## config.mk

```make
export PLATFORM = sky130hd
export DESIGN_NAME = cpd_decode
export DESIGN_NICKNAME = d
export VERILOG_FILES = /design/src/include/cpd_pkg.sv /design/src/design/cpd_decode.sv
export VERILOG_INCLUDE_DIRS = /design/src /design/src/include
export SDC_FILE = /design/constraint.sdc
export NUM_CORES = 1
export LEC_CHECK = 0
export ABC_AREA = 0
export BUFFER_PORTS_ARGS = -buffer_cell sky130_fd_sc_hd__buf_2
export CAP_MARGIN = 20
export CORE_ASPECT_RATIO = 1.5
export CORE_UTILIZATION = 55
export CTS_BUF_LIST = sky130_fd_sc_hd__clkbuf_8
export CTS_CLUSTER_DIAMETER = 60
export CTS_CLUSTER_SIZE = 10
export DETAILED_ROUTE_END_ITERATION = 10
export GPL_TIMING_DRIVEN = 0
export PLACE_DENSITY = 0.88
export SLEW_MARGIN = 0
export SYNTH_ARGS = -nofsm -noshare
export SYNTH_HDL_FRONTEND = slang
export SYNTH_SLANG_ARGS = --single-unit
```

## constraint.sdc

```tcl
create_clock -name clk -period 10.1 [get_ports clk]
set_input_delay 1.515 -clock clk [delete_from_list [all_inputs] [get_ports clk]]
set_output_delay 1.515 -clock clk [all_outputs]
set_load 0.01 [all_outputs]
```

## src/include/cpd_consts.svh

```systemverilog
// Purpose: constants for the compact packet and add/abs decode block
// Assumes: included by the design file
// Notes: opfields and field positions of the 32-bit opcode, plus value limits
`ifndef CPD_CONSTS_SVH
`define CPD_CONSTS_SVH

// -------------------------------------------------------------------
// opcode field positions
// -------------------------------------------------------------------
`define CPD_CREG_HI 31
`define CPD_CREG_LO 29
`define CPD_Z_BIT 28
`define CPD_DST_HI 27
`define CPD_DST_LO 23
`define CPD_SRC2_HI 22
`define CPD_SRC2_LO 18
`define CPD_SRC1_HI 17
`define CPD_SRC1_LO 13
`define CPD_X_BIT 12
`define CPD_S_BIT 1

// -------------------------------------------------------------------
// opfields
// -------------------------------------------------------------------
`define CPD_L_ADD_II 7'h03
`define CPD_L_ADD_IIL 7'h23
`define CPD_L_ADD_IL 7'h21
`define CPD_L_ADD_CI 7'h02
`define CPD_L_ADD_CL 7'h20
`define CPD_L_ABS_I 7'h1a
`define CPD_L_ABS_L 7'h38
`define CPD_S_ADD_II 6'h07
`define CPD_S_ADD_CI 6'h06
`define CPD_D_ADD_II 6'h10
`define CPD_D_ADD_UC 6'h12
// packed magnitude: bits 17..2 fixed pattern with x bit masked out
`define CPD_L_PACKED_HALF_MAGNITUDE_PAT 16'h20d6
`define CPD_L_PACKED_HALF_MAGNITUDE_MSK 16'hfbff

// -------------------------------------------------------------------
// widths and limits
// -------------------------------------------------------------------
`define CPD_MAX32 32'h7fffffff
`define CPD_MIN32 32'h80000000
`define CPD_MAX40 40'h7fffffffff
`define CPD_MIN40 40'h8000000000
`define CPD_MAX16 16'h7fff
`define CPD_MIN16 16'h8000
`define CPD_MAX_EP_INSNS 4'h8

`endif

```

## src/include/cpd_pkg.sv

```systemverilog
// Purpose: types for the compact packet and add/abs decode block
// Assumes: nothing
// Notes: types only; numbers live in cpd_consts.svh
`default_nettype none
package cpd_pkg;
    typedef enum logic [2:0] {
        cpd_unit_none,
        cpd_unit_l,
        cpd_unit_s,
        cpd_unit_m,
        cpd_unit_d
    } cpd_unit_t;

    typedef enum logic [3:0] {
        cpd_op_none,
        cpd_op_add32,
        cpd_op_add_long,
        cpd_op_add_cst_long,
        cpd_op_add_ucst,
        cpd_op_abs32,
        cpd_op_abs40,
        cpd_op_packed_half_magnitude,
        cpd_op_illegal
    } cpd_op_t;

    typedef enum logic [1:0] {
        cpd_cls_alu,
        cpd_cls_mul,
        cpd_cls_mem,
        cpd_cls_nounit
    } cpd_class_t;

    // one instruction as presented by fetch
    typedef struct packed {
        logic valid;
        logic [31:0] word;
        logic compact;
        cpd_class_t cls;
        cpd_unit_t unit;
        logic fp_sel;
    } cpd_insn_t;

    // header word of a compact fetch packet
    typedef struct packed {
        logic valid;
        logic [31:0] word;
    } cpd_hdr_t;

    // operands read from the register files
    typedef struct packed {
        logic [39:0] own_src2;
        logic [39:0] opp_src2;
        logic [31:0] own_src1;
        logic [31:0] opp_src1;
    } cpd_opnd_t;

    typedef struct packed {
        logic valid;
        logic side_b;
        logic [4:0] dst;
        logic wide;
        logic [39:0] data;
    } cpd_wb_t;

    typedef struct packed {
        logic [31:0] hdr0;
        logic [31:0] hdr1;
        logic hdr0_on;
        logic hdr1_on;
        logic span_ok_ret;
        cpd_wb_t wb;
        logic unit_err;
        logic pack_err;
    } cpd_state_t;
endpackage
`default_nettype wire
```

## src/design/cpd_decode.sv

```systemverilog
// Purpose: decode and execute of signed add and saturating magnitude, compact packet checks
// Assumes: one 20 MHz clock, synchronous active-high reset, operands already read
// Notes: single-cycle execute; result registered one cycle after issue
// Function
// - spanning execute packet keeps both headers; each insn uses its own packet's header.
// - spanning packet accepted as interrupt return target when interrupt came just before.
// - compact insns only on allowed units; mpy on M, load/store on D, nop none.
// - crossable operand comes from opposite file when the x bit is set.
// - logic unit opfield 0x20 adds sign-extended five-bit constant to 40-bit source.
// - data unit opfield 0x12 adds zero-extended five-bit constant to 32-bit source.
// - signed-marked operands and constants are sign-extended to operation width.
// - add writes src1 plus src2 when condition holds, otherwise no operation.
// - saturating magnitude on logic units only, opfields 0x1a and 0x38, one cycle.
// - 32-bit magnitude passes positives, negates negatives, most negative saturates.
// - 40-bit magnitude likewise, most negative 40-bit value saturates to maximum.
// - packed variant takes magnitude of each 16-bit half independently.
`include "cpd_consts.svh"
`default_nettype none
module cpd_decode #(
    parameter int EP_MAX = 8
) (
    input wire logic clk,
    input wire logic rst,
    input wire cpd_pkg::cpd_hdr_t hdr_cur,
    input wire cpd_pkg::cpd_hdr_t hdr_next,
    input wire logic ep_spans,
    input wire logic [3:0] ep_count,
    input wire logic ep_is_branch_target,
    input wire logic int_taken_before_e1,
    input wire cpd_pkg::cpd_insn_t insn,
    input wire cpd_pkg::cpd_opnd_t opnd,
    input wire logic [5:0] pred_regs,
    output logic [31:0] active_hdr,
    output logic hdr_cur_on,
    output logic hdr_next_on,
    output logic return_target_ok,
    output logic wb_valid,
    output logic wb_side_b,
    output logic [4:0] wb_dst,
    output logic wb_wide,
    output logic [39:0] wb_data,
    output logic unit_err,
    output logic pack_err
);
    cpd_pkg::cpd_state_t st;
    cpd_pkg::cpd_state_t next_st;

    // -------------------------------------------------------------------
    // field extraction
    // -------------------------------------------------------------------
    logic [2:0] creg;
    logic zbit;
    logic xbit;
    logic [4:0] src1_f;
    logic [6:0] lop;
    logic [5:0] sop;
    logic [5:0] dop;
    logic cond_ok;
    cpd_pkg::cpd_op_t op;
    logic [39:0] s2;
    logic [31:0] s1;

    assign creg = insn.word[`CPD_CREG_HI:`CPD_CREG_LO];
    assign zbit = insn.word[`CPD_Z_BIT];
    assign xbit = insn.word[`CPD_X_BIT];
    assign src1_f = insn.word[`CPD_SRC1_HI:`CPD_SRC1_LO];
    assign lop = insn.word[11:5];
    assign sop = insn.word[11:6];
    assign dop = insn.word[12:7];

    // creg 000 means always with z clear, never with z set; codes map to the six predicate registers
    always_comb begin
        logic p;
        p = 1'b0;
        case (creg)
            3'h0: p = 1'b1;
            3'h1: p = pred_regs[0];
            3'h2: p = pred_regs[1];
            3'h3: p = pred_regs[2];
            3'h4: p = pred_regs[3];
            3'h5: p = pred_regs[4];
            3'h6: p = pred_regs[5];
            3'h7: p = 1'b0; // reserved code, reads as a zero register
            default: p = 1'b0;
        endcase
        if (creg == 3'h0) begin
            cond_ok = zbit ? 1'b0 : 1'b1;
        end else begin
            cond_ok = zbit ? ~p : p;
        end
    end

    // -------------------------------------------------------------------
    // opcode decode per unit
    // -------------------------------------------------------------------
    always_comb begin
        op = cpd_pkg::cpd_op_none;
        case (insn.unit)
            cpd_pkg::cpd_unit_l: begin
                if ((insn.word[17:2] & `CPD_L_PACKED_HALF_MAGNITUDE_MSK) == `CPD_L_PACKED_HALF_MAGNITUDE_PAT) begin
                    op = cpd_pkg::cpd_op_packed_half_magnitude;
                end else begin
                    case (lop)
                        `CPD_L_ADD_II, `CPD_L_ADD_CI: op = cpd_pkg::cpd_op_add32;
                        `CPD_L_ADD_IIL, `CPD_L_ADD_IL: op = cpd_pkg::cpd_op_add_long;
                        `CPD_L_ADD_CL: op = cpd_pkg::cpd_op_add_cst_long;
                        `CPD_L_ABS_I: op = cpd_pkg::cpd_op_abs32;
                        `CPD_L_ABS_L: op = cpd_pkg::cpd_op_abs40;
                        default: op = cpd_pkg::cpd_op_illegal;
                    endcase
                end
            end
            cpd_pkg::cpd_unit_s: begin
                case (sop)
                    `CPD_S_ADD_II, `CPD_S_ADD_CI: op = cpd_pkg::cpd_op_add32;
                    default: op = cpd_pkg::cpd_op_illegal;
                endcase
            end
            cpd_pkg::cpd_unit_d: begin
                case (dop)
                    `CPD_D_ADD_II: op = cpd_pkg::cpd_op_add32;
                    `CPD_D_ADD_UC: op = cpd_pkg::cpd_op_add_ucst;
                    default: op = cpd_pkg::cpd_op_illegal;
                endcase
            end
            default: op = cpd_pkg::cpd_op_illegal;
        endcase
    end

    // -------------------------------------------------------------------
    // operand selection
    // -------------------------------------------------------------------
    // long sources are never crossable; only the 32-bit ones obey the x bit
    logic s1_cross;
    logic s2_cross;
    logic s1_is_cst;
    always_comb begin
        s1_cross = 1'b0;
        s2_cross = 1'b0;
        s1_is_cst = 1'b0;
        case (op)
            cpd_pkg::cpd_op_add32: begin
                s1_is_cst = (insn.unit == cpd_pkg::cpd_unit_l) ? (lop == `CPD_L_ADD_CI)
                          : (insn.unit == cpd_pkg::cpd_unit_s) ? (sop == `CPD_S_ADD_CI) : 1'b0;
                s2_cross = (insn.unit != cpd_pkg::cpd_unit_d) & xbit;
            end
            cpd_pkg::cpd_op_add_long: begin
                s1_cross = (lop == `CPD_L_ADD_IL) & xbit;
                s2_cross = (lop == `CPD_L_ADD_IIL) & xbit;
            end
            cpd_pkg::cpd_op_add_cst_long: s1_is_cst = 1'b1;
            cpd_pkg::cpd_op_abs32, cpd_pkg::cpd_op_packed_half_magnitude: s2_cross = xbit;
            default: s1_is_cst = 1'b0;
        endcase
    end

    // signed constants sign-extend, the data-unit constant zero-extends
    always_comb begin
        logic [31:0] reg1;
        reg1 = s1_cross ? opnd.opp_src1 : opnd.own_src1;
        if (op == cpd_pkg::cpd_op_add_ucst) begin
            s1 = {27'h0, src1_f};
        end else if (s1_is_cst) begin
            s1 = {{27{src1_f[4]}}, src1_f};
        end else begin
            s1 = reg1;
        end
        s2 = s2_cross ? opnd.opp_src2 : opnd.own_src2;
    end

    // -------------------------------------------------------------------
    // execute
    // -------------------------------------------------------------------
    logic [39:0] result;
    logic wide_res;
    logic [15:0] half_mag [2];

    for (genvar h = 0; h < 2; h++) begin : g_half
        logic [15:0] hv;
        assign hv = s2[16*h +: 16];
        assign half_mag[h] = (hv == `CPD_MIN16) ? `CPD_MAX16 : (hv[15] ? 16'(-hv) : hv);
    end

    // 32-bit results leave [39:32] zero so the pair's high word stays clean
    always_comb begin
        logic [31:0] a32;
        logic [39:0] a40;
        a32 = s2[31:0];
        a40 = s2;
        result = 40'h0;
        wide_res = 1'b0;
        case (op)
            cpd_pkg::cpd_op_add32, cpd_pkg::cpd_op_add_ucst: begin
                result = {8'h0, s1 + a32};
            end
            cpd_pkg::cpd_op_add_long: begin
                wide_res = 1'b1;
                if (lop == `CPD_L_ADD_IIL) begin
                    result = {{8{s1[31]}}, s1} + {{8{a32[31]}}, a32};
                end else begin
                    result = {{8{s1[31]}}, s1} + a40;
                end
            end
            cpd_pkg::cpd_op_add_cst_long: begin
                wide_res = 1'b1;
                result = {{8{s1[31]}}, s1} + a40;
            end
            cpd_pkg::cpd_op_abs32: begin
                if (a32 == `CPD_MIN32) begin
                    result = {8'h0, `CPD_MAX32};
                end else begin
                    result = {8'h0, a32[31] ? 32'(-a32) : a32};
                end
            end
            cpd_pkg::cpd_op_abs40: begin
                wide_res = 1'b1;
                if (a40 == `CPD_MIN40) begin
                    result = `CPD_MAX40;
                end else begin
                    result = a40[39] ? 40'(-a40) : a40;
                end
            end
            cpd_pkg::cpd_op_packed_half_magnitude: result = {8'h0, half_mag[1], half_mag[0]};
            default: result = 40'h0;
        endcase
    end

    // -------------------------------------------------------------------
    // compact unit legality and packet checks
    // -------------------------------------------------------------------
    logic unit_bad;
    always_comb begin
        unit_bad = 1'b0;
        if (insn.valid && insn.compact) begin
            case (insn.cls)
                cpd_pkg::cpd_cls_mul: unit_bad = insn.unit != cpd_pkg::cpd_unit_m;
                cpd_pkg::cpd_cls_mem: unit_bad = insn.unit != cpd_pkg::cpd_unit_d;
                cpd_pkg::cpd_cls_nounit: unit_bad = insn.unit != cpd_pkg::cpd_unit_none;
                cpd_pkg::cpd_cls_alu: unit_bad = (insn.unit == cpd_pkg::cpd_unit_none)
                                              | (insn.unit == cpd_pkg::cpd_unit_m);
                default: unit_bad = 1'b1;
            endcase
        end
    end

    // the second header only counts while the packet really spans
    logic any_hdr;
    logic full_ep;
    assign any_hdr = hdr_cur.valid | (ep_spans & hdr_next.valid);
    assign full_ep = ep_count >= 4'(EP_MAX);

    // -------------------------------------------------------------------
    // state update
    // -------------------------------------------------------------------
    // checks are registered with the result so both land in the same cycle
    always_comb begin
        next_st = st;
        // hold both headers while the execute packet spans
        next_st.hdr0 = hdr_cur.valid ? hdr_cur.word : 32'h0;
        next_st.hdr0_on = hdr_cur.valid;
        next_st.hdr1 = (ep_spans & hdr_next.valid) ? hdr_next.word : 32'h0;
        next_st.hdr1_on = ep_spans & hdr_next.valid;
        // a spanning packet is only legal as a return point after an interrupt
        next_st.span_ok_ret = ep_spans & int_taken_before_e1;
        next_st.pack_err = (full_ep & any_hdr)
                         | (ep_is_branch_target & ep_spans & any_hdr & ~int_taken_before_e1);
        next_st.unit_err = unit_bad;
        next_st.wb.valid = insn.valid & cond_ok & ~unit_bad
                         & (op != cpd_pkg::cpd_op_none) & (op != cpd_pkg::cpd_op_illegal);
        next_st.wb.side_b = insn.word[`CPD_S_BIT];
        next_st.wb.dst = insn.word[`CPD_DST_HI:`CPD_DST_LO];
        next_st.wb.wide = wide_res;
        next_st.wb.data = result;
        if (rst) begin
            next_st = '0;
        end
    end

    always_ff @(posedge clk) begin
        st <= next_st;
    end

    // -------------------------------------------------------------------
    // outputs
    // -------------------------------------------------------------------
    // each instruction picks the header of the fetch packet that holds it
    assign active_hdr = insn.fp_sel ? st.hdr1 : st.hdr0;
    assign hdr_cur_on = st.hdr0_on;
    assign hdr_next_on = st.hdr1_on;
    assign return_target_ok = st.span_ok_ret;
    assign wb_valid = st.wb.valid;
    assign wb_side_b = st.wb.side_b;
    assign wb_dst = st.wb.dst;
    assign wb_wide = st.wb.wide;
    assign wb_data = st.wb.data;
    assign unit_err = st.unit_err;
    assign pack_err = st.pack_err;
endmodule
`default_nettype wire

```

# == Word-level counts from Yosys, hierarchy flattened ==
# Index checks and enable logic that the tools add are counted.
# op_classes
magnitude_cmp,1
muxes,32
n_eq_ne,40
reduce_logical,14
addsub,7
bitwise_logic,21
# ops
op,count
case mux 40 bit (6 select lines),1
two-way mux 32 bit,6
two-way mux 40 bit,4
two-way mux 16 bit,4
adder 40 bit,1
== test 40 bit (second input constant),1
negator 40 bit,1
adder 32 x 32 -> 33 bit,1
adder 32 bit,1
== test 16 bit (second input constant),2
== test 32 bit (second input constant),1
negator 16 bit,2
negator 32 bit,1
== test 7 x 6 -> 1 bit (second input constant),4
case mux 4 bit (5 select lines),1
== test 4 x 3 -> 1 bit (second input constant),4
== test 15 x 13 -> 1 bit (second input constant),1
== test 3 bit (second input constant),5
== test 7 x 2 -> 1 bit (second input constant),2
OR reduction 2 bit,7
AND 1 bit,13
== test 3 x 2 -> 1 bit (second input constant),4
== test 6 x 3 -> 1 bit (second input constant),2
== test 6 x 5 -> 1 bit (second input constant),2
26 further kinds,44
# totals
out_inout_bits,85
word_cells,127
regBits,117

# == Depth between registers and ports, before layout ==
# depth
word_depth,13
mapped_depth,26
ltp_nobuf,21

# == Worst setup path before layout ==
# No wires, ideal clock.
# synth_timing
kind,input to register
startpoint,input port insn[1] in the netlist's numbering
endpoint,register st (netlist bit wb_data[36])
t_required_ns,10.017
setup_time_ns,0.083
arrival_time_ns,6.927
path_stages,24
setup_slack_ns,3.091
cell_sequence,buf_4 or3b_1 buf_2 a211o_1 a21o_4 o21ai_4 buf_6 buf_6 buf_2 mux2i_1 inv_1 fa_1 a21oi_1 o21bai_1 a2111oi_0 o211a_1 o31a_1 a311oi_1 or3_4 a21bo_2 a31oi_2 nand2b_1 nand2b_1 o221ai_1
# synth_between
elab_chain_len,10
word_cells_on_any_way,32
cone_classes,add/sub: 3; eq/ne: 12; mux: 14; bitwise: 1; reduce/logical: 2
# synth_rtl
item,line,source
"start, declared",cpd_decode.sv:30,"input wire cpd_pkg::cpd_insn_t insn,"
"== test 3 bit, or another cell as far along",cpd_decode.sv:98,case (insn.unit)
case mux 4 bit (3 select lines),cpd_decode.sv:98,
== test 4 x 3 -> 1 bit / == test 4 x 2 -> 1 bit (equally long branches),"cpd_decode.sv:141, cpd_decode.sv:192",
OR reduction 2 bit / two-way mux 1 bit (equally long branches),cpd_decode.sv:141,case (op)
case mux 1 bit (3 select lines) / two-way mux 32 bit (equally long branches),"cpd_decode.sv:141, cpd_decode.sv:160",
two-way mux 40 bit / two-way mux 32 bit (equally long branches),"cpd_decode.sv:168, cpd_decode.sv:163",
negator 40 bit / two-way mux 32 bit (equally long branches),"cpd_decode.sv:220, cpd_decode.sv:161",
"two-way mux 40 bit, or another cell as far along",cpd_decode.sv:220,result = a40[39] ? 40'(-a40) : a40;
two-way mux 40 bit (on tied branches),"cpd_decode.sv:217, cpd_decode.sv:198",
case mux 40 bit (6 select lines) *,cpd_decode.sv:192,case (op)
"end signal, assigned",cpd_decode.sv:280,st <= next_st;
"end, declared",cpd_decode.sv:45,cpd_pkg::cpd_state_t st;
# Mark *: on every way between the ends. The rest lies on a longest branch, timed or not.
# A chain may end at the register's enable or synchronous reset.

# == Worst setup path in the final report ==
# layout_timing
startpoint,input port insn[13] in the netlist's numbering
endpoint,register st (netlist bit wb_data[38])
# layout_between
elab_chain_len,13
word_cells_on_any_way,45
cone_classes,add/sub: 3; eq/ne: 18; mux: 17; bitwise: 2; reduce/logical: 5
# layout_rtl
item,line,source
== test 7 x 6 -> 1 bit / == test 7 x 2 -> 1 bit (equally long branches),cpd_decode.sv:103,case (lop)
OR reduction 2 bit,cpd_decode.sv:103,
case mux 4 bit (5 select lines),cpd_decode.sv:103,
two-way mux 4 bit,cpd_decode.sv:100,if ((insn.word[17:2] & `CPD_L_PACKED_HALF_MAGNITUDE_MSK) == `CPD_L_PACKED_HALF_MAGNITUDE_PAT) begin
case mux 4 bit (3 select lines),cpd_decode.sv:98,
== test 4 x 3 -> 1 bit / == test 4 x 2 -> 1 bit (equally long branches),"cpd_decode.sv:141, cpd_decode.sv:192",
OR reduction 2 bit / two-way mux 1 bit (equally long branches),cpd_decode.sv:141,
case mux 1 bit (3 select lines) / two-way mux 32 bit (equally long branches),"cpd_decode.sv:141, cpd_decode.sv:160",
two-way mux 40 bit / two-way mux 32 bit (equally long branches),"cpd_decode.sv:168, cpd_decode.sv:163",
negator 40 bit / two-way mux 32 bit (equally long branches),"cpd_decode.sv:220, cpd_decode.sv:161",
"two-way mux 40 bit, or another cell as far along",cpd_decode.sv:220,
two-way mux 40 bit (on tied branches),"cpd_decode.sv:217, cpd_decode.sv:198",
case mux 40 bit (6 select lines) *,cpd_decode.sv:192,
# Marks and branches as above.

==> impl_metrics.yaml <==
outcome:
  status: "finished, final reports clean"
worst_setup_path:
  critical_path_depth: 24
  end_kind: "flop"
  crit_buf_inv: 5
  start_kind: "input port"
  critical_path_class: "in2reg"
  max_stage_delay_ps: 810
  crit_family: "compound AO/OA/AOI/OAI gates"
  cp_max_fo: 10
  crit_arrival_ps: 9010
  slowest_stage: "a2111oi_0"
  cp_cell_sequence: "buf_4, nor3b_2, nand3_2, a211o_1, a21o_4, o21ai_4, buf_6, buf_6, buf_2, mux2i_1, inv_1, fa_1, a21oi_1, o21bai_1, a2111oi_0, o211a_1, o31a_1, a311oi_1, o311ai_0, o211a_1, nand3_1, a31oi_1, xor2_1, o22ai_1"
  cp_data_required_time_ps: 10400
logic_synthesis:
  yosysWarnings: 0
  syn_nets: 1761
  ys_seq_area_share_pct: 21.4
  avgSynthCellArea_sq_um: 7.54
  netlist_area_sq_um: 10900
  synth_flop_cell: "dfxtp_1"
  syn_inst: 1453
  synthArstFlopShare_pct: 0
  synth_edf_count: 0
  ys_ff_latch: 117
  ys_types: 98
grt:
  grt_use_total_pct: 46.6
  grt_max_degree: 17
  grt_pass1_wl_um: 70500
  grt_overflow: 0
  grt_pass1_vias: 12900
  antenna_found_initial: 6
finish:
  nFillCells: 1658
  drive_above_1_share_pct: 29.3
  layout_commonest_cell: "buf_2"
  layout_common_cells: "buf_2 (357), o21ai_0 (147), nand2_1 (141)"
  syn2layout_area_growth_pct: 22.1
  stdcell_count: 2083
  design_area_sq_um: 13400
  final_nets: 2117
placed_design:
  io_buffers: 336
  place.gp.congestion: 1.05
  post-place-cells: 2046
  hpwl_um: 36900
  place_area_sq_um: 13000
sta:
  relSlewSlack_pct: 31.6
  rsz0062_at_grt: "false"
  setup-violations-final: 0
  setup_tns_ps: 0
  fin_crit_ps: 8710
  worst_pin_slew_ps: 1030
  hold_ws_ps: 1250
  post-route-period-util_pct: 86.2
  slew_viol_final: 0
  hold_viol: 0
  fmax_mhz: 115
floorplan:
  die_area_sq_um: 20500
  die_h_um: 175
  core-area_sq_um: 19300
  row_count: 62
  die_w_um: 117
  initial_utilization_pct: 56.7
  io_pins: 350
flow_run:
  maxCapViolations: 0
power_and_ir_drop:
  vdd_drop_max_mv: 0.0735
  leakage_nw: 6.05
  finalPower_mw: 1.30
  p_per_area_nw_per_um2: 97.2
drt:
  met3WireLength_um: 5570
  ant_nets: 0
  vias: 13300
  highest_layer: "met5"
  wl_met2_um: 22300
  firstDrtPassIters: 7
  vias_per_cell: 6.39
  post_drt_wl_per_cell_um: 23.1
  drc: 0
  drt_iter0_drc: 1599
  drt-met1-wl_um: 16300
  wirelength_um: 48100
cts:
  ctsLongestPathBuffers: 2
  clk_pin_slew_ps: 80
  cts-root-buf: "clkbuf_8"
  ctsHoldBuffers: 0
  clock-sinks: 117
  numCtsBuffers: 17
  cts_setup_buffers: 0
  cts_resized: 0
  cts_tree: "built"
  cts-htree-levels: 4
worst_hold_path:
  holdPathStages: 2
  hp-class: "in2reg"
  worstHoldStart: "hdr_cur[7]"
  holdPathEnd: "st[92]$_SDFF_PP0_"
## Yosys cell counts, types with 6 or more instances
cell type  instances  area share, %
a41oi_1            6           0.48
nor4_1             8           0.46
a211oi_1          10           0.69
o31ai_1            6           0.41
buf_4             54            3.7
o21a_1             7           0.48
nor2_1           102            3.5
clkbuf_1          42            1.4
or2_2              9           0.51
nand2_1          141            4.8
ha_1              42            4.8
and3_1             9           0.51
nor3_1            39            1.8
a221o_1            6           0.55
a31oi_1           38            2.2
mux2_2            39            4.0
a21o_1            18            1.2
inv_1             45            1.5
xnor2_1           44            3.5
dfxtp_1          117             21
nor2b_1           14           0.80
o21ai_1            7           0.32
and2_1            70            4.0
a21oi_1          106            4.8
nand3_1           45            2.1
or3_1             19            1.1
xor2_1            17            1.4
o21ai_0          147            6.7
o211ai_1          14           0.96
buf_2             20           0.91
mux2i_1           66            6.0
o22ai_1            8           0.46
o21bai_1           6           0.41
nand4_1            7           0.40
nand2b_1           8           0.46
a221oi_1           6           0.48
## worst max-delay path by stage
stage                     startpoint                endpoint  slack, ps
after floorplan              insn[1]  wb_data[36]$_SDFF_PP0_       3090
after global placement      insn[13]  wb_data[36]$_SDFF_PP0_       1330
after detailed placement    insn[13]  wb_data[38]$_SDFF_PP0_       1260
after CTS                   insn[13]  wb_data[38]$_SDFF_PP0_       1690
after global routing        insn[15]  wb_data[38]$_SDFF_PP0_       1220
final                       insn[13]  wb_data[38]$_SDFF_PP0_       1390
## stage by stage
stage                     worst slack (ps)  utilization (%)
after floorplan                       3090                -
after global placement                1330             67.0
after detailed placement              1260             67.1
after CTS                             1690             69.1
after global routing                  1220             69.2
final                                 1390             69.2
## sequential cells by signal (all words and copies together), names as in the netlist
name,count
wb_data,40
hdr_cur_on,1
return_target_ok,1
wb_wide,1
wb_dst,5
pack_err,1
wb_side_b,1
st,64
unit_err,1
wb_valid,1
hdr_next_on,1
## per-layer routing
metal  up-vias  GRT usage (%)
met5         -              0
met4         2           38.2
met3       273           14.5
met2       970           75.0
met1      6110           48.8
li1       5955              -
## final cells by class
type | count | area (sq um) | share of cell area, %
diodes | 5 | 12.5 | 0.0936
plain buffers | 124 | 734 | 5.49
clock buffers | 22 | 303 | 2.27
clock inverters | 10 | 96.3 | 0.721
inverters | 46 | 173 | 1.29
multi-input cells | 1166 | 7700 | 57.6
flip-flops and latches | 117 | 2340 | 17.5
well taps | 256 | 320 | 2.40
repair buffers | 337 | 1690 | 12.6
## report_power, final
| part | internal (mW) | leakage, nW | total (mW) | switching (mW) |
|---|---|---|---|---|
| clock | 0.227 | 0.194 | 0.436 | 0.208 |
| sequential | 0.474 | 0.953 | 0.477 | 0.00352 |
| combinational | 0.157 | 4.90 | 0.386 | 0.229 |
| total | 0.858 | 6.05 | 1.30 | 0.441 |
## cells by family (layout without fill, tap and decap cells)
family | after synthesis | after routing | synth area share (%)
and+or+nand+nor | 513 | 513 | 24.1
AOI/OAI and AO/OA | 438 | 438 | 25.2
buffers and inverters | 170 | 539 | 8.28
DFF | 117 | 117 | 21.4
muxes | 111 | 111 | 11.1
xor gates and xnor gates | 61 | 61 | 4.88
adders and majority gates | 43 | 43 | 4.98
other | 0 | 5 | 0
(Power assumes the default switching activity.)
